File: src/rtl/lrnmf_pkg.sv
package lrnmf_pkg;

    // ***********************************************************
    // clock and timing
    // ***********************************************************
    localparam int CLOCK_HZ            = 100_000_000;
    localparam int CLOCK_NS            = 10;

    // longest time: rounds down
    localparam int INIT_LIMIT_MS       = 10;
    localparam int INIT_LIMIT_CYCLES   = INIT_LIMIT_MS * (CLOCK_HZ / 1000);

    // least time: rounds up
    localparam int WAKE_FILTER_US      = 30;
    localparam int WAKE_FILTER_CYCLES  = (WAKE_FILTER_US * 1000 + CLOCK_NS - 1) / CLOCK_NS;

    // lower end of the permitted idle window
    localparam int IDLE_TIMEOUT_S      = 4;
    localparam int IDLE_TIMEOUT_CYCLES = IDLE_TIMEOUT_S * CLOCK_HZ;

    // ***********************************************************
    // widths
    // ***********************************************************
    localparam int COUNT_W             = 32;
    localparam int WAKE_W              = 16;
    localparam int NUM_DRIVERS         = 8;
    localparam int SYNC_STAGES         = 3;

    // ***********************************************************
    // reset values and bus levels
    // ***********************************************************
    localparam logic       BUS_RECESSIVE   = 1'b1;
    localparam logic       BUS_DOMINANT    = 1'b0;
    localparam logic       ERR0_RESET      = 1'b0;
    localparam logic [7:0] DRIVER_ON_RESET = 8'h00;
    localparam logic [7:0] DRIVER_EN_RESET = 8'h00;
    localparam logic [7:0] DRIVER_EN_ALL   = 8'hFF;

    // ***********************************************************
    // types
    // ***********************************************************
    typedef enum logic [2:0] {
        MODE_UNPOWERED = 3'b000,
        MODE_INIT      = 3'b001,
        MODE_NORMAL    = 3'b010,
        MODE_SLEEP     = 3'b011,
        MODE_RESET     = 3'b100,
        MODE_UNDERVOLT = 3'b101
    } lrnmf_mode_e;

    typedef enum logic [1:0] {
        XCVR_OFF  = 2'b00,
        XCVR_ON   = 2'b01,
        XCVR_WAKE = 2'b10
    } lrnmf_xcvr_e;

endpackage

File: src/rtl/lrnmf_mode_fsm.sv
`timescale 1ns/10ps

// Notes on behaviour
// RULE1: below power-on level stay reset, outputs high impedance, transceiver off, pull-up on.
// RULE2: supply above power-on level enters initialisation and sets error bit zero.
// RULE3: entering initialisation loads every internal register with its default.
// RULE4: initialisation reads address and config resistors; good read goes to normal.
// RULE5: failed resistor read sends the device to sleep instead of normal.
// RULE6: during initialisation transceiver off and all drivers high impedance.
// RULE7: initialisation always ends within its time limit, by either exit.
// RULE8: initialisation limit, counted from wake-up, is at most ten milliseconds.
// RULE9: normal or undervoltage goes to sleep after bus idle beyond the timeout.
// RULE10: bus idle timeout lies between four and ten seconds.
// RULE11: a go-to-sleep command received in normal mode enters sleep.
// RULE12: sleep turns outputs off, transceiver waits for wake, error bit kept.
// RULE13: wake needs dominant for the filter time then recessive; then initialisation.
// RULE14: master holds bus dominant at least the longest filter time, then releases.
// RULE15: transceiver on only in normal; off when unpowered, reset, init; wake in sleep.
// RULE16: a reset frame enters reset mode, restores defaults and sets error bit zero.
// RULE17: normal mode only after good initialisation; drivers follow bus commands there.
// RULE18: undervoltage disables transceiver, drivers unchanged; recovery returns to normal.
// RULE19: reset mode finishes and returns to normal with defaults, transceiver active.
// RULE20: idle counter restarts on each falling bus edge and runs in undervoltage.

module lrnmf_mode_fsm
    import lrnmf_pkg::*;
#(
    parameter int INIT_CYCLES = INIT_LIMIT_CYCLES,
    parameter int IDLE_CYCLES = IDLE_TIMEOUT_CYCLES
) (
    input  wire logic                   clock,
    input  wire logic                   reset_n,
    input  wire logic                   supplyAbovePor,
    input  wire logic                   supplyBelowUv,
    input  wire logic                   supplyAboveUvRecover,
    input  wire logic                   busLevel,
    input  wire logic                   configReadDone,
    input  wire logic                   configReadOk,
    input  wire logic                   goToSleepCmd,
    input  wire logic                   resetFrameCmd,
    input  wire logic                   driverCmdValid,
    input  wire logic [NUM_DRIVERS-1:0] driverCmdData,
    input  wire logic                   errorBit0Clear,
    output logic      [2:0]             modeState,
    output logic      [1:0]             transceiverMode,
    output logic                        busPullupWeak,
    output logic                        errorBit0,
    output logic      [NUM_DRIVERS-1:0] driverOutputs,
    output logic      [NUM_DRIVERS-1:0] driverEnable,
    output logic                        configReadStart,
    output logic                        registerDefaultLoad,
    output logic                        wakeDetected,
    output logic                        configFault
);

    // ***********************************************************
    // helpers
    // ***********************************************************
    function automatic lrnmf_xcvr_e xcvrFor(input lrnmf_mode_e m);
        lrnmf_xcvr_e x;
        x = XCVR_OFF;
        if (m == MODE_NORMAL) begin
            x = XCVR_ON;
        end else if (m == MODE_SLEEP) begin
            x = XCVR_WAKE;
        end
        return x;
    endfunction

    // ***********************************************************
    // pin synchronisers
    // ***********************************************************
    logic [3:0] pinsRaw;
    logic [3:0] pinsSync;
    logic       porOk;
    logic       uvLow;
    logic       uvRecover;
    logic       busSync;

    assign pinsRaw   = {busLevel, supplyAboveUvRecover, supplyBelowUv, supplyAbovePor};
    assign porOk     = pinsSync[0];
    assign uvLow     = pinsSync[1];
    assign uvRecover = pinsSync[2];
    assign busSync   = pinsSync[3];

    // bus idles recessive, supply flags idle as unpowered
    lrnmf_pin_sync #(
        .WIDTH       (4),
        .RESET_VALUE (8'h08)
    ) u_pinSync (
        .clock   (clock),
        .reset_n (reset_n),
        .pinIn   (pinsRaw),
        .pinOut  (pinsSync)
    );

    // ***********************************************************
    // state
    // ***********************************************************
    lrnmf_mode_e            mode;
    lrnmf_mode_e            next_mode;
    logic [COUNT_W-1:0]     initCount;
    logic [COUNT_W-1:0]     next_initCount;
    logic [COUNT_W-1:0]     idleCount;
    logic [COUNT_W-1:0]     next_idleCount;
    logic [WAKE_W-1:0]      wakeCount;
    logic [WAKE_W-1:0]      next_wakeCount;
    logic                   busPrev;
    logic                   next_busPrev;
    logic                   next_errorBit0;
    logic [NUM_DRIVERS-1:0] next_driverOutputs;
    logic [NUM_DRIVERS-1:0] next_driverEnable;
    logic                   next_configReadStart;
    logic                   next_registerDefaultLoad;
    logic                   next_wakeDetected;
    logic                   next_configFault;
    logic [1:0]             next_transceiverMode;
    logic                   next_busPullupWeak;

    logic                   busFall;
    logic                   idleExpired;
    logic                   initExpired;
    logic                   wakeQualified;
    logic                   errSet;

    assign busFall       = busPrev & ~busSync;
    assign idleExpired   = idleCount >= COUNT_W'(IDLE_CYCLES - 1);
    assign initExpired   = initCount >= COUNT_W'(INIT_CYCLES - 1);
    assign wakeQualified = wakeCount >= WAKE_W'(WAKE_FILTER_CYCLES);

    // ***********************************************************
    // mode sequencing
    // ***********************************************************
    always_comb begin
        next_mode = mode;
        errSet    = 1'b0;
        unique case (mode)
            MODE_UNPOWERED: begin
                if (porOk) begin
                    next_mode = MODE_INIT; // RULE2
                    errSet    = 1'b1; // RULE2
                end
            end
            MODE_INIT: begin
                if (configReadDone && configReadOk) begin
                    next_mode = MODE_NORMAL; // RULE4 RULE17
                end else if (configReadDone || initExpired) begin
                    // a read that never finishes counts as failed
                    next_mode = MODE_SLEEP; // RULE5 RULE7 RULE8
                end
            end
            MODE_NORMAL: begin
                if (uvLow) begin
                    next_mode = MODE_UNDERVOLT; // RULE18
                end else if (resetFrameCmd) begin
                    next_mode = MODE_RESET; // RULE16
                    errSet    = 1'b1; // RULE16
                end else if (goToSleepCmd) begin
                    next_mode = MODE_SLEEP; // RULE11
                end else if (idleExpired) begin
                    next_mode = MODE_SLEEP; // RULE9 RULE10
                end
            end
            MODE_UNDERVOLT: begin
                if (idleExpired) begin
                    next_mode = MODE_SLEEP; // RULE9
                end else if (uvRecover && !uvLow) begin
                    next_mode = MODE_NORMAL; // RULE18
                end
            end
            MODE_RESET: begin
                next_mode = MODE_NORMAL; // RULE19
            end
            MODE_SLEEP: begin
                if (wakeQualified && busSync == BUS_RECESSIVE) begin
                    next_mode = MODE_INIT; // RULE13
                end
            end
            default: begin
                next_mode = MODE_UNPOWERED;
            end
        endcase
        // supply loss overrides every mode
        if (!porOk) begin
            next_mode = MODE_UNPOWERED; // RULE1
            errSet    = 1'b0;
        end
    end

    // ***********************************************************
    // counters, outputs and flags
    // ***********************************************************
    always_comb begin
        next_busPrev             = busSync;
        next_initCount           = '0;
        next_idleCount           = '0;
        next_wakeCount           = '0;
        next_driverOutputs       = driverOutputs;
        next_driverEnable        = driverEnable;
        next_configReadStart     = 1'b0;
        next_registerDefaultLoad = 1'b0;
        next_wakeDetected        = 1'b0;
        next_configFault         = configFault;
        // set wins over a clear; sleep freezes the bit
        next_errorBit0 = errSet | (errorBit0 & ~(errorBit0Clear && mode != MODE_SLEEP)); // RULE12

        if (mode == MODE_INIT) begin
            next_initCount = initCount + COUNT_W'(1); // RULE7
        end

        if (mode == MODE_NORMAL || mode == MODE_UNDERVOLT) begin
            if (busFall) begin
                next_idleCount = '0; // RULE20
            end else if (!idleExpired) begin
                next_idleCount = idleCount + COUNT_W'(1); // RULE20
            end else begin
                next_idleCount = idleCount;
            end
        end

        if (mode == MODE_SLEEP && busSync == BUS_DOMINANT) begin
            // saturate so long dominant phases cannot wrap
            if (wakeQualified) begin
                next_wakeCount = wakeCount;
            end else begin
                next_wakeCount = wakeCount + WAKE_W'(1); // RULE13
            end
        end

        if (mode == MODE_NORMAL && next_mode == MODE_NORMAL && driverCmdValid) begin
            next_driverOutputs = driverCmdData; // RULE17
        end

        // entry actions keyed on the transition
        if (next_mode != mode) begin
            unique case (next_mode)
                MODE_UNPOWERED: begin
                    next_driverOutputs = DRIVER_ON_RESET; // RULE1
                    next_driverEnable  = DRIVER_EN_RESET; // RULE1
                end
                MODE_INIT: begin
                    next_driverOutputs       = DRIVER_ON_RESET; // RULE6
                    next_driverEnable        = DRIVER_EN_RESET; // RULE6
                    next_registerDefaultLoad = 1'b1; // RULE3
                    next_configReadStart     = 1'b1; // RULE4
                    next_wakeDetected        = (mode == MODE_SLEEP);
                end
                MODE_NORMAL: begin
                    next_driverEnable = DRIVER_EN_ALL; // RULE17
                    if (mode == MODE_INIT) begin
                        next_configFault = 1'b0;
                    end
                end
                MODE_SLEEP: begin
                    next_driverOutputs = DRIVER_ON_RESET; // RULE12
                    next_driverEnable  = DRIVER_EN_ALL; // RULE12
                    if (mode == MODE_INIT) begin
                        next_configFault = 1'b1; // RULE5
                    end
                end
                MODE_RESET: begin
                    next_driverOutputs       = DRIVER_ON_RESET; // RULE16
                    next_registerDefaultLoad = 1'b1; // RULE16
                end
                MODE_UNDERVOLT: begin
                    next_driverOutputs = driverOutputs; // RULE18
                end
                default: begin
                    next_driverEnable = DRIVER_EN_RESET;
                end
            endcase
        end

        next_transceiverMode = xcvrFor(next_mode); // RULE15
        // weak pull-up unless the transceiver is on
        next_busPullupWeak   = (xcvrFor(next_mode) != XCVR_ON); // RULE1
    end

    // ***********************************************************
    // registers
    // ***********************************************************
    always_ff @(posedge clock) begin
        if (!reset_n) begin
            mode                <= MODE_UNPOWERED;
            modeState           <= MODE_UNPOWERED;
            initCount           <= '0;
            idleCount           <= '0;
            wakeCount           <= '0;
            busPrev             <= BUS_RECESSIVE;
            errorBit0           <= ERR0_RESET;
            driverOutputs       <= DRIVER_ON_RESET;
            driverEnable        <= DRIVER_EN_RESET;
            configReadStart     <= 1'b0;
            registerDefaultLoad <= 1'b0;
            wakeDetected        <= 1'b0;
            configFault         <= 1'b0;
            transceiverMode     <= XCVR_OFF;
            busPullupWeak       <= 1'b1;
        end else begin
            mode                <= next_mode;
            modeState           <= next_mode;
            initCount           <= next_initCount;
            idleCount           <= next_idleCount;
            wakeCount           <= next_wakeCount;
            busPrev             <= next_busPrev;
            errorBit0           <= next_errorBit0;
            driverOutputs       <= next_driverOutputs;
            driverEnable        <= next_driverEnable;
            configReadStart     <= next_configReadStart;
            registerDefaultLoad <= next_registerDefaultLoad;
            wakeDetected        <= next_wakeDetected;
            configFault         <= next_configFault;
            transceiverMode     <= next_transceiverMode;
            busPullupWeak       <= next_busPullupWeak;
        end
    end

endmodule

File: src/rtl/lrnmf_pin_sync.sv
`timescale 1ns/10ps

module lrnmf_pin_sync
    import lrnmf_pkg::*;
#(
    parameter int         WIDTH       = 1,
    parameter logic [7:0] RESET_VALUE = 8'h00
) (
    input  wire logic             clock,
    input  wire logic             reset_n,
    input  wire logic [WIDTH-1:0] pinIn,
    output logic      [WIDTH-1:0] pinOut
);

    logic [WIDTH-1:0] stage1;
    logic [WIDTH-1:0] stage2;
    logic [WIDTH-1:0] stage3;
    logic [WIDTH-1:0] next_pinOut;

    // ***********************************************************
    // agreement filter
    // ***********************************************************
    // stage1 feeds only stage2; a change counts once stage2 and stage3 agree
    always_comb begin
        next_pinOut = (~(stage2 ^ stage3) & stage3) | ((stage2 ^ stage3) & pinOut);
    end

    always_ff @(posedge clock) begin
        if (!reset_n) begin
            stage1 <= RESET_VALUE[WIDTH-1:0];
            stage2 <= RESET_VALUE[WIDTH-1:0];
            stage3 <= RESET_VALUE[WIDTH-1:0];
            pinOut <= RESET_VALUE[WIDTH-1:0];
        end else begin
            stage1 <= pinIn;
            stage2 <= stage1;
            stage3 <= stage2;
            pinOut <= next_pinOut;
        end
    end

endmodule

File: config.mk
export PLATFORM = sky130hd
export DESIGN_NAME = lrnmf_mode_fsm
export DESIGN_NICKNAME = d
export VERILOG_FILES = /design/src/rtl/lrnmf_pkg.sv /design/src/rtl/lrnmf_mode_fsm.sv /design/src/rtl/lrnmf_pin_sync.sv
export SDC_FILE = /design/constraint.sdc
export NUM_CORES = 1
export LEC_CHECK = 0
export BUFFER_PORTS_ARGS = -buffer_cell sky130_fd_sc_hd__buf_2
export CAP_MARGIN = 20
export CORE_ASPECT_RATIO = 2
export CORE_UTILIZATION = 55
export CTS_CLUSTER_DIAMETER = 80
export DETAILED_ROUTE_END_ITERATION = 10
export PLACE_DENSITY = 0.76
export SLEW_MARGIN = 20
export SYNTH_ARGS = -nofsm -noshare
export SYNTH_HDL_FRONTEND = slang
export SYNTH_HIERARCHICAL = 1
export SYNTH_SLANG_ARGS = --single-unit
File: constraint.sdc
create_clock -name clock -period 6.15 [get_ports clock]
set_clock_uncertainty 0.2 [all_clocks]
set_input_delay 0.615 -clock clock [delete_from_list [all_inputs] [get_ports clock]]
set_output_delay 0.615 -clock clock [all_outputs]
set_load 0.03 [all_outputs]
## After elaboration in Yosys (flattened, before gate mapping)

Index checks and enable logic that the tools add are counted.

| cells by class | value |
|---|---|
| $add $sub $neg | 3 |
| order comparisons | 3 |
| equal/unequal tests | 16 |
| multiplexer cells | 26 |
| bitwise operators | 13 |
| reductions and logical operators | 24 |

Operators by type and width:

| kind | count |
|---|---|
| $add A32 B1 Y32 const B | 2 |
| $ge A32 B20 Y1 const B | 1 |
| $ge A32 B29 Y1 const B | 1 |
| $pmux W8 S2 | 2 |
| $mux W3 | 10 |
| $pmux W3 S6 | 1 |
| $add A16 B1 Y16 const B | 1 |
| $ge A16 B12 Y1 const B | 1 |
| $mux W8 | 2 |
| $eq A3 B2 Y1 const B | 4 |
| $eq A3 B3 Y1 const B | 4 |
| $and A4 B4 Y4 | 2 |
| $reduce_and A2 Y1 | 4 |
| $logic_and A1 B1 Y1 | 7 |
| $mux W1 | 7 |
| $eq A3 B1 Y1 const B | 2 |
| $logic_not A3 Y1 | 2 |
| $ne A2 B2 Y1 const B | 3 |
| $reduce_or A2 Y1 | 3 |
| $not A1 Y1 | 5 |
| $mux W2 | 2 |
| $not A4 Y4 | 1 |
| $or A4 B4 Y4 | 1 |
| $pmux W1 S2 | 2 |
| 13 further kinds | 15 |

| word-level totals | value |
|---|---|
| flip-flop bits (word level) | 124 |
| input port bits | 20 |
| logic and storage cells | 103 |

## Depth between registers and ports, before layout

Gate-level depths: netlist of the first run.

| depth | value |
|---|---|
| depth after elaboration | 13 |
| gate-level depth with buffers | 11 |

## By module

Netlist of the first run, hierarchy kept.

By module, submodules not included:

| module | instances | cells each | area each (sq um) |
|---|---|---|---|
| lrnmf_mode_fsm | 1 | 535 | 4574.4 |
| lrnmf_pin_sync | 1 | 41 | 475.5 |

## Worst setup path before layout of the first run

No wires, ideal clock.

| timing | value |
|---|---|
| kind | flip-flop to flip-flop |
| from | register mode[0] |
| to | register driverOutputs[0] |
| arrival | 2.416 ns |
| required time | 5.825 ns |
| setup slack | 3.409 ns |
| cell stages (with the launch flop) | 11 |
| path buffers | 2 |
| period minus slack after synthesis | 2.741 ns |
| cells stage by stage | dfxtp_1 -> buf_2 -> nor3b_1 -> o211ai_1 -> a2bb2oi_1 -> nand3_1 -> nor2_1 -> nor4bb_1 -> buf_4 -> mux2i_1 -> nor2_1 |

| on the way | value |
|---|---|
| longest elaborated chain between the ends | 12 |
| elaborated cells on any way between the ends | 31 |
| classes of those cells | eq/ne: 12; mux: 14; reduce/logical: 5 |

Ends and longest elaborated chain:

| item | line | text |
|---|---|---|
| start: declaration | lrnmf_mode_fsm.sv:100 | `lrnmf_mode_e mode;` |
| start signal: assignment | lrnmf_mode_fsm.sv:300 | `mode <= next_mode;` |
| $mux W3 | lrnmf_mode_fsm.sv:160 | `end else if (idleExpired) begin` |
| $mux W3 | lrnmf_mode_fsm.sv:158 | `end else if (goToSleepCmd) begin` |
| $mux W3 | lrnmf_mode_fsm.sv:155 | `end else if (resetFrameCmd) begin` |
| $mux W3 | lrnmf_mode_fsm.sv:153 | `if (uvLow) begin` |
| $pmux W3 S6 | lrnmf_mode_fsm.sv:137 | `unique case (mode)` |
| $mux W3 | lrnmf_mode_fsm.sv:184 | `if (!porOk) begin` |
| $eq A3 B2 Y1 | lrnmf_mode_fsm.sv:230 | `if (mode == MODE_NORMAL && next_mode == MODE_NORMAL && driverCmdValid) begin` |
| $logic_and A1 B1 Y1 (2 in a row) | lrnmf_mode_fsm.sv:230 |  |
| $mux W8 | lrnmf_mode_fsm.sv:230 |  |
| $pmux W8 S2 | lrnmf_mode_fsm.sv:236 | `unique case (next_mode)` |
| $mux W8 | lrnmf_mode_fsm.sv:235 | `if (next_mode != mode) begin` |
| end signal: assignment | lrnmf_mode_fsm.sv:307 | `driverOutputs <= next_driverOutputs;` |
| end: declaration | lrnmf_mode_fsm.sv:48 | `output logic [NUM_DRIVERS-1:0] driverOutputs,` |

Parallel ways exist; a longest one is shown, timed or not.
A chain may end at the register's enable or synchronous reset.

## Worst setup path after layout of the first run

| timing | value |
|---|---|
| from | register mode[0] |
| to | register driverOutputs[5] |

The elaborated chain is that of the path after synthesis.

==> results of run 1 <==
## layout by cell type, fill, tap and decap left out, drive strengths merged, types with 11 or more instances in the layout
master,count
nand2,42
nor3,11
buf,47
or3,11
and3,11
xnor2,26
a21oi,19
clkbuf,23
xor2,32
nand3,29
dfxtp,117
inv,16
nor2,106
nand4,13
and2,16
o21ai,20
## metal layers
metal  vias to the layer above  track usage  wire [µm]
met5                         -            0          0
met1                      1957       0.2527       3981
met3                        30      0.07315        570
met4                         0       0.1267        297
met2                       112       0.4347       5692
li1                       2054            -          -
## area by class of cell
type / count / area share
Clock buffer: 23 / 0.08204
Multi-Input combinational cell: 421 / 0.4281
Inverter: 16 / 0.01010
Tap cell: 102 / 0.02146
Sequential cell: 117 / 0.3938
Clock inverter: 8 / 0.02461
Timing Repair Buffer: 47 / 0.03997
## worst reg2reg max path: cells and delay by family, from the launching register on
family	cells	cell delay [ns]
and+or+nand+nor	5	1.91
DFF	1	0.49
AOI/OAI and AO/OA	2	0.37
muxes	1	0.28
## per-stage QoR
step / total power [mW] / setup WS (ns)
2_1_floorplan: 0.7867 / 3.409
3_3_place_gp: 0.7954 / 2.657
3_5_place_dp: 0.7956 / 2.814
4_1_cts: 1.841 / 2.786
5_1_grt: 1.877 / 2.553
6_report: 1.830 / 2.797
## power breakdown
part           internal, mW  switching, mW  total [mW]
Combinational       0.00838        0.00825      0.0166
Clock                 0.717          0.333        1.05
Sequential            0.762        0.00129       0.763
## registers in the layout, summed over array words and instances (netlist names), named ones only
| register | count |
|---|---|
| u_pinSync/stage2 | 4 |
| initCount | 32 |
| driverEnable | 1 |
| wakeDetected | 1 |
| u_pinSync/stage3 | 4 |
| configFault | 1 |
| wakeCount | 16 |
| transceiverMode | 2 |
| busPrev | 1 |
| mode | 3 |
| errorBit0 | 1 |
| configReadStart | 1 |
| driverOutputs | 8 |
| u_pinSync/stage1 | 4 |
| registerDefaultLoad | 1 |
| busPullupWeak | 1 |
| idleCount | 32 |
## cell families (layout without fill, tap and decap cells)
| family | count (synthesis) | in the layout |
|---|---|---|
| buffers and inverters | 38 | 94 |
| DFF | 117 | 117 |
| xor gates and xnor gates | 58 | 58 |
| muxes | 10 | 10 |
| AOI/OAI and AO/OA | 70 | 70 |
| adders and majority gates | 4 | 4 |
| and+or+nand+nor | 279 | 279 |
## path summary, 6_finish.rpt
kind | start | to | slack (ns) | cells past startpoint
min | busLevel | u_pinSync/stage1[3] | 0.21 | 2
min reg2reg | u_pinSync/stage1[3] | u_pinSync/stage2[3] | 0.23 | 1
max | mode[0] | driverOutputs[5] | 2.80 | 8
max reg2reg | mode[0] | driverOutputs[5] | 2.80 | 8
==> flow_summary_export.csv, run 1 <==
group,metric,value,unit
critical_path,crit_top_cell,"nor2_1",
synthesis,post_synthesis_compound_gate_area_fraction,0.09663,
critical_path,worst-endpoint-required,6.24,ns
placement,place_inst,703,
cts,cts_root_buf,"clkbuf_16",
synthesis,synth-edff-count,0,
min_path,hold_path.class,"in -> reg",
status,run_status,"complete, no violations",
routing,antenna_left,0,
sta,fin_tns_setup,0,ns
synthesis,synth_area_per_cell,8.767,µm²
critical_path,cp-start-kind,"register",
final_layout,areaGrowthSynthToFinish,17.79,%
critical_path,worst_path_max_delay_cell,"nor3b_1",
final_layout,nets,644,
grt,global_route.usage.total,0.2423,
final_layout,final_cells,734,
routing,drcViolationCount,0,
synthesis,postSynth.topFlopCell,"dfxtp_1",
die,starting_density_of_the_core,0.5642,
final_layout,final_core_util,0.6645,
synthesis,netlist_area,0.005050,mm²
routing,wl,10540,µm
grt,wire_length_of_the_first_global_routing_pass,18320,µm
power_and_ir_drop,p_leak,2.115,nW
die,die_area,0.009592,mm²
sta,final.period_utilization,0.5451,
routing,dr_vias_cell,5.658,
die,floorplan.die.height,137.5,µm
synthesis,synthesis.nets,600,
synthesis,synth_async_sr_flop_share,0,
cts,cts.repair_timing.setup_buffer_count,0,
grt,antenna_found_initial,0,
die,std_cell_rows,49,
sta,fmaxAchievable,298.3,MHz
final_layout,post_route_cells_drive_above_1_share,0.1487,
critical_path,cpPeakStageDelay,0.76,ns
sta,finalHoldViolations,0,
die,core_area,0.008951,mm²
sta,layout_min_cycle_time,3.353,ns
synthesis,yosys.area_share.adder,0.009911,
synthesis,synth.distinct_cells,58,
synthesis,synthTopCellsByArea,"dfxtp_1, nor2_1, xor2_1",
synthesis,yosysSeqAreaShare,0.4638,
cts,depth_of_the_cts_h_tree,4,
synthesis,syn-instance-count,576,
synthesis,yosys.area.top_type_share,0.4638,
critical_path,end_kind,"register",
final_layout,multi_input_area,0.002546,mm²
routing,number_of_vias_after_detailed_routing,4153,
cts,tritoncts,"done",
power_and_ir_drop,power-per-cell-area,307.7,mW/mm²
sta,worst_slew_pin_slew,0.9953,ns
synthesis,synth.largest_area_cell,"dfxtp_1",
routing,drt_iter0_markers,267,
routing,detailedRoute.firstPassIterationCount,4,
final_layout,fin_area,0.005948,mm²
critical_path,cp_cell_sequence,"nor3b_1 > o211ai_1 > a2bb2oi_1 > nand3_1 > nor2_1 > nor4bb_4 > mux2i_1 > nor2_1",
synthesis,yosysMostFrequentCell,"dfxtp_1",
critical_path,crit_type,"reg -> reg",
final_layout,n_antenna_cell,0,
power_and_ir_drop,vdd_ir_drop_max,0.2548,mV
synthesis,synth_simple_gate_area_frac,0.2728,
cts,clock-sinks,117,
final_layout,seqCellArea,0.002342,mm²
cts,cts_buffers,17,
cts,cts.path.max_buffers,2,
grt,grt_pass1_vias,4062,
routing,routedWlPerCell,14.36,µm
sta,rsz0062_at_grt,"false",
run,number_of_max_capacitance_violations_reported,0,
sta,drv_slew,0,
placement,place_congestion,0.8482,
placement,place_area,0.005314,mm²
synthesis,synth.top_cells.by_count,"dfxtp_1, nor2_1, nand2_1",
cts,worstSkewPairLatency,0.41,ns
cts,cts.reportedPaths.clkPinSlew,0.05,ns
cts,post_cts_resize_count,0,
critical_path,crit_arrival,3.44,ns
die,boundaryPins,47,
cts,postCtsHoldBufs,0,
sta,relSlewSlack,0.3349,
critical_path,path_buf_inv,0,
final_layout,filler_cell_count,714,
die,fp.dieW,69.76,µm
grt,grt_max_degree,33,
synthesis,synth-seq-cells,117,
grt,grt_overflow_total,0,
sta,final.hold.worst_slack,0.2071,ns
synthesis,synthMuxAreaShare,0.02007,
placement,port_buffers,46,
critical_path,crit_family,"simple AND/OR/NAND/NOR gates",
synthesis,synthXorXnorAreaFrac,0.1006,
placement,hpwl,7360,µm
critical_path,critical_path_peak_fanout,11,
synthesis,synth_top_family_by_area,"simple AND/OR/NAND/NOR gates",
sta,finalSetupViolCount,0,
synthesis,yosysWarnings,6,
Note: power is estimated with default switching activity, not from simulation.
==> run 2: changes to the inputs <==
--- a/config.mk
+++ b/config.mk
@@ -5,13 +5,14 @@
 export SDC_FILE = /design/constraint.sdc
 export NUM_CORES = 1
 export LEC_CHECK = 0
+export ABC_AREA = 1
 export BUFFER_PORTS_ARGS = -buffer_cell sky130_fd_sc_hd__buf_2
 export CAP_MARGIN = 20
 export CORE_ASPECT_RATIO = 2
-export CORE_UTILIZATION = 55
+export CORE_UTILIZATION = 54
 export CTS_CLUSTER_DIAMETER = 80
 export DETAILED_ROUTE_END_ITERATION = 10
-export PLACE_DENSITY = 0.76
+export PLACE_DENSITY = 0.77
 export SLEW_MARGIN = 20
 export SYNTH_ARGS = -nofsm -noshare
 export SYNTH_HDL_FRONTEND = slang
==> constraint.sdc (replaced) <==
create_clock -name clock -period 2.9 [get_ports clock]
set_clock_uncertainty 0.2 [all_clocks]
set_input_delay 0.29 -clock clock [delete_from_list [all_inputs] [get_ports clock]]
set_output_delay 0.29 -clock clock [all_outputs]
set_load 0.03 [all_outputs]
==> flow_summary_export.csv, run 2 <==
group,metric,value,unit
status,run_status,"complete, no violations",
routing,detailedRoute.firstPassIterationCount,4,
grt,grt_max_degree,29,
sta,layout_min_cycle_time,2.443,ns
sta,fin_tns_setup,0,ns
cts,postCtsHoldBufs,14,
routing,routedWlPerCell,13.04,µm
placement,place_area,0.005924,mm²
die,boundaryPins,47,
final_layout,seqCellArea,0.002342,mm²
placement,port_buffers,46,
cts,tritoncts,"done",
grt,grt_overflow_total,0,
power_and_ir_drop,power-per-cell-area,554.9,mW/mm²
routing,drt_iter0_markers,218,
routing,detailroute.wirelength.met2,7154,µm
cts,cts.reportedPaths.clkPinSlew,0.05,ns
cts,cts_root_buf,"clkbuf_16",
routing,drcViolationCount,0,
critical_path,crit_type,"reg -> reg",
sta,rsz0062_at_grt,"false",
grt,wire_length_of_the_first_global_routing_pass,21330,µm
cts,cts.repair_timing.setup_buffer_count,0,
sta,final.period_utilization,0.8425,
final_layout,post_route_cells_drive_above_1_share,0.1532,
final_layout,filler_cell_count,891,
power_and_ir_drop,vdd_ir_drop_max,0.5068,mV
placement,hpwl,9361,µm
grt,global_route.usage.total,0.2573,
power_and_ir_drop,p_leak,2.749,nW
critical_path,crit_arrival,2.54,ns
synthesis,syn-instance-count,779,
synthesis,synth_area_per_cell,7.210,µm²
power_and_ir_drop,design_power_total,3.678,mW
min_path,hold_path.class,"in -> reg",
final_layout,multi_input_area,0.002673,mm²
routing,wl,12910,µm
final_layout,areaGrowthSynthToFinish,18.00,%
die,core_area,0.01008,mm²
routing,highest_layer,"met4",
die,die_area,0.01084,mm²
synthesis,postSynth.topFlopCell,"dfxtp_1",
grt,antenna_found_initial,0,
final_layout,nets,870,
sta,final.hold.worst_slack,0.1211,ns
synthesis,synth.largest_area_cell,"dfxtp_1",
routing,wirelength_met1,4771,µm
grt,grt_pass1_vias,5009,
synthesis,synth-edff-count,0,
critical_path,worst-endpoint-required,3.00,ns
min_path,whs_path_depth,4,
synthesis,yosysSeqAreaShare,0.4170,
synthesis,synth.top_cells.by_count,"nand2_1, inv_1, dfxtp_1",
synthesis,synth_async_sr_flop_share,0,
final_layout,mostFrequentLayoutCells,"nand2_1, inv_1, dfxtp_1",
synthesis,synth.distinct_cells,45,
sta,drv_slew,0,
sta,finalSetupViolCount,0,
sta,finalHoldViolations,0,
final_layout,n_antenna_cell,0,
die,std_cell_rows,52,
critical_path,end_kind,"register",
die,floorplan.die.height,146.2,µm
critical_path,critical_path_peak_fanout,12,
synthesis,synthesis.nets,803,
run,number_of_max_capacitance_violations_reported,0,
final_layout,fin_area,0.006628,mm²
sta,relSlewSlack,0.6451,
final_layout,top_regs,"idleCount x32, initCount x32, wakeCount x16",
synthesis,yosysMostFrequentCell,"nand2_1",
cts,worstSkewPairLatency,0.41,ns
sta,worst_slew_pin_slew,0.5283,ns
synthesis,synth-seq-cells,117,
cts,post_cts_resize_count,0,
placement,place_congestion,0.9084,
sta,fmaxAchievable,409.3,MHz
routing,dr_vias_cell,5.131,
routing,antenna_left,0,
synthesis,synthTopCellsByArea,"dfxtp_1, nand2_1, inv_1",
die,starting_density_of_the_core,0.5569,
final_layout,layout.cells.most_common,"nand2_1",
critical_path,cp-start-kind,"register",
cts,cts_buffers,17,
cts,cts.path.max_buffers,2,
synthesis,yosysWarnings,6,
cts,clock-sinks,117,
die,fp.dieW,74.12,µm
cts,depth_of_the_cts_h_tree,4,
synthesis,netlist_area,0.005617,mm²
critical_path,reg2regPathDepth,16,
routing,number_of_vias_after_detailed_routing,5080,
synthesis,yosys.area.top_type_share,0.4170,
routing,met3_wirelength,434,µm
run 2: cells by family after synthesis:
group / synth area share
and+or+nand+nor: 0.3431
DFF: 0.4170
xor gates and xnor gates: 0.01559
buffers and inverters: 0.1071
adders and majority gates: 0.008911
AOI/OAI and AO/OA: 0.1083
run 2: where the power goes:
group          switching [mW]  internal [mW]  total, mW  leakage, nW
clock network           0.670           1.33       2.00        0.281
registers             0.00343           1.62       1.62        0.944
logic                  0.0284         0.0300     0.0584         1.52
run 2: metal layers:
metal	track usage	up-vias
met3	0.06418	48
met4	0.1596	0
li1	-	2613
met2	0.4714	119
met5	0	-
met1	0.2405	2300
run 2: area by class of cell:
type / count / share of cell area
clock inverters: 5 / 0.01133
repair buffers: 63 / 0.05928
flip-flops and latches: 117 / 0.3534
clock buffers: 23 / 0.07363
well taps: 135 / 0.02549
multi-input cells: 517 / 0.4032
inverters: 130 / 0.07363
run 2: through the flow:
step                utilization  instances  setup WS [ns]
global placement         0.5875        948         0.5722
floorplan                     -        779         0.7405
finish                   0.6572        990         0.4567
detailed placement       0.5875        948         0.4914
CTS                      0.6572        990         0.4650
global route             0.6572        990         0.2085
run 2: final timing paths:
path	startpoint	end	slack [ns]
worst max-delay path	idleCount[1]	driverOutputs[4]	0.46
worst min-delay path	driverCmdValid	driverOutputs[1]	0.12
worst max register to register	idleCount[1]	driverOutputs[4]	0.46
worst min register to register	u_pinSync/stage1[3]	u_pinSync/stage2[3]	0.20
run 2: worst max-delay path: stages, from the launching register on:
cell	delay, ns
dfxtp_1	0.35
ha_1	0.20
nand3_1	0.13
nor2_1	0.17
nand2_1	0.08
nand2_2	0.07
nand2_4	0.07
nand2_4	0.14
inv_2	0.11
nand2_1	0.07
nand2_1	0.09
nand2_2	0.12
inv_1	0.08
a21oi_2	0.24
nand2_8	0.09
nand2_1	0.07
nor2_1	0.04
==> run 3: changes to the inputs <==
--- a/config.mk
+++ b/config.mk
@@ -9,10 +9,10 @@
 export BUFFER_PORTS_ARGS = -buffer_cell sky130_fd_sc_hd__buf_2
 export CAP_MARGIN = 20
 export CORE_ASPECT_RATIO = 2
-export CORE_UTILIZATION = 54
+export CORE_UTILIZATION = 55
 export CTS_CLUSTER_DIAMETER = 80
 export DETAILED_ROUTE_END_ITERATION = 10
-export PLACE_DENSITY = 0.77
+export PLACE_DENSITY = 0.75
 export SLEW_MARGIN = 20
 export SYNTH_ARGS = -nofsm -noshare
 export SYNTH_HDL_FRONTEND = slang
==> constraint.sdc (replaced) <==
create_clock -name clock -period 2.5 [get_ports clock]
set_clock_uncertainty 0.2 [all_clocks]
set_input_delay 0.25 -clock clock [delete_from_list [all_inputs] [get_ports clock]]
set_output_delay 0.25 -clock clock [all_outputs]
set_load 0.03 [all_outputs]
==> flow_summary_export.csv, run 3 (synthesis results as in run 2) <==
group,metric,value,unit
critical_path,worst_path_max_delay_cell,"dfxtp_1",
routing,wl,13720,µm
placement,place_congestion,0.9181,
min_path,whs_path_depth,5,
die,std_cell_rows,51,
die,die_area,0.01064,mm²
die,floorplan.die.height,144.9,µm
cts,cts_root_buf,"clkbuf_16",
critical_path,r2r-end,"driverOutputs[5]",
run,number_of_max_capacitance_violations_reported,0,
critical_path,crit_top_cell,"nand2_1",
cts,cts.reportedPaths.clkPinSlew,0.06,ns
grt,antenna_found_initial,0,
final_layout,nets,879,
critical_path,critical_path_peak_fanout,12,
sta,finalSetupViolCount,0,
die,boundaryPins,47,
min_path,hold_path.class,"in -> reg",
routing,dr_vias_cell,5.255,
critical_path,worst-endpoint-required,2.60,ns
grt,grt_overflow_total,0,
critical_path,cp-start-kind,"register",
final_layout,filler_cell_count,827,
sta,fmaxAchievable,416.9,MHz
final_layout,multi_input_area,0.002714,mm²
critical_path,critical_register_to_register_path_startpoint,"idleCount[8]",
critical_path,cpPeakStageDelay,0.40,ns
cts,cts_buffers,17,
status,run_status,"complete, no violations",
cts,tritoncts,"done",
grt,grt_max_degree,29,
sta,finalHoldViolations,0,
die,starting_density_of_the_core,0.5716,
die,core_area,0.009827,mm²
grt,global_route.usage.total,0.2755,
grt,wire_length_of_the_first_global_routing_pass,22630,µm
final_layout,seqCellArea,0.002344,mm²
final_layout,layout.cells.most_common,"nand2_1",
grt,grt_pass1_vias,5345,
routing,routedWlPerCell,13.72,µm
die,fp.dieW,73.46,µm
routing,drt_iter0_markers,263,
min_path,hp-start,"driverCmdValid",
power_and_ir_drop,vdd_ir_drop_max,0.6906,mV
placement,hpwl,9809,µm
critical_path,cp_cell_sequence,"nand2_1 > inv_2 > nand2_1 > nor2_1 > nand2_1 > nand2_2 > nand2_4 > nand2_8 > inv_2 > nand2_1 > nand2_1 > nand2_2 > inv_1 > a21oi_2 > nand2_8 > nand2_1 > nor2_1",
final_layout,mostFrequentLayoutCells,"nand2_1, inv_1, dfxtp_1",
routing,number_of_vias_after_detailed_routing,5255,
cts,worstSkewPairLatency,0.41,ns
critical_path,origin_of_the_worst_setup_path,"idleCount[8]",
critical_path,reg2reg_setup_slack,0.10,ns
cts,depth_of_the_cts_h_tree,4,
critical_path,reg2regPathDepth,17,
cts,cts.path.max_buffers,2,
sta,worst_slew_pin_slew,0.5844,ns
sta,layout_min_cycle_time,2.399,ns
sta,drv_slew,0,
final_layout,top_regs,"idleCount x32, initCount x32, wakeCount x16",
min_path,worstHoldEndpoint,"driverOutputs[0]",
placement,port_buffers,46,
sta,final.period_utilization,0.9595,
placement,place_area,0.005936,mm²
final_layout,fin_area,0.006787,mm²
routing,antenna_left,0,
critical_path,crit_arrival,2.50,ns
cts,clock-sinks,117,
final_layout,post_route_cells_drive_above_1_share,0.1809,
sta,relSlewSlack,0.6074,
critical_path,end_kind,"register",
routing,detailedRoute.firstPassIterationCount,7,
power_and_ir_drop,design_power_total,4.446,mW
power_and_ir_drop,p_leak,2.797,nW
final_layout,areaGrowthSynthToFinish,20.83,%
power_and_ir_drop,power-per-cell-area,655.1,mW/mm²
final_layout,n_antenna_cell,0,
critical_path,crit_type,"reg -> reg",
routing,drcViolationCount,0,
==> run 3: worst max path at each step <==
| stage | cells after the start | endpoint | slack (ns) |
|---|---|---|---|
| after floorplan | 13 | driverEnable[6] | 0.34 |
| after global placement | 16 | driverOutputs[3] | 0.22 |
| after detailed placement | 16 | driverOutputs[7] | 0.09 |
| after CTS | 16 | driverOutputs[5] | 0.04 |
| after global routing | 18 | driverEnable[6] | -0.07 |
| final | 17 | driverOutputs[5] | 0.10 |
==> run 3: per-stage QoR <==
stage	utilization	worst slack, ns	hold slack, ns	instances	TNS, ns
2_1_floorplan	-	0.3405	0.1348	779	0
5_1_grt	0.6906	-0.07457	0.07697	1000	-0.2734
6_report	0.6906	0.1013	0.07609	1000	0
4_1_cts	0.6809	0.04339	0.06824	993	0
3_5_place_dp	0.6040	0.08570	0.1941	947	0
3_3_place_gp	0.6040	0.2200	0.1886	947	0
==> run 3: what timing repair did <==
item | CTS | global route
setup endpoints to repair | 0 | 18
hold buffers | 14 | 0
setup buffers | 0 | 7
gates resized for setup | 0 | 13
hold endpoints to repair | 15 | 0
==> run 3: area by class of cell <==
class / instances / share of cell area
repair buffers: 72 / 0.06785
flip-flops and latches: 117 / 0.3453
inverters: 130 / 0.07190
well taps: 132 / 0.02434
multi-input cells: 517 / 0.3999
clock inverters: 13 / 0.02544
clock buffers: 19 / 0.06527
==> run 3: power breakdown <==
group	internal (mW)	switching, mW
Clock	1.60	0.895
Sequential	1.87	0.00382
Combinational	0.0349	0.0339
==> run 3: worst max-delay path, delay by kind of cell (launching register included) <==
| kind | cells | cell delay [ns] |
|---|---|---|
| compound gates | 1 | 0.25 |
| buf+inv | 3 | 0.25 |
| flops | 1 | 0.40 |
| simple gates | 13 | 1.17 |
==> run 3: layer usage <==
metal | GRT usage | vias to the layer above | wire length, µm
met5 | 0 | - | 0
met3 | 0.07222 | 63 | 452
met4 | 0.2000 | 0 | 787
met1 | 0.2316 | 2403 | 4654
li1 | - | 2637 | -
met2 | 0.5151 | 152 | 7825
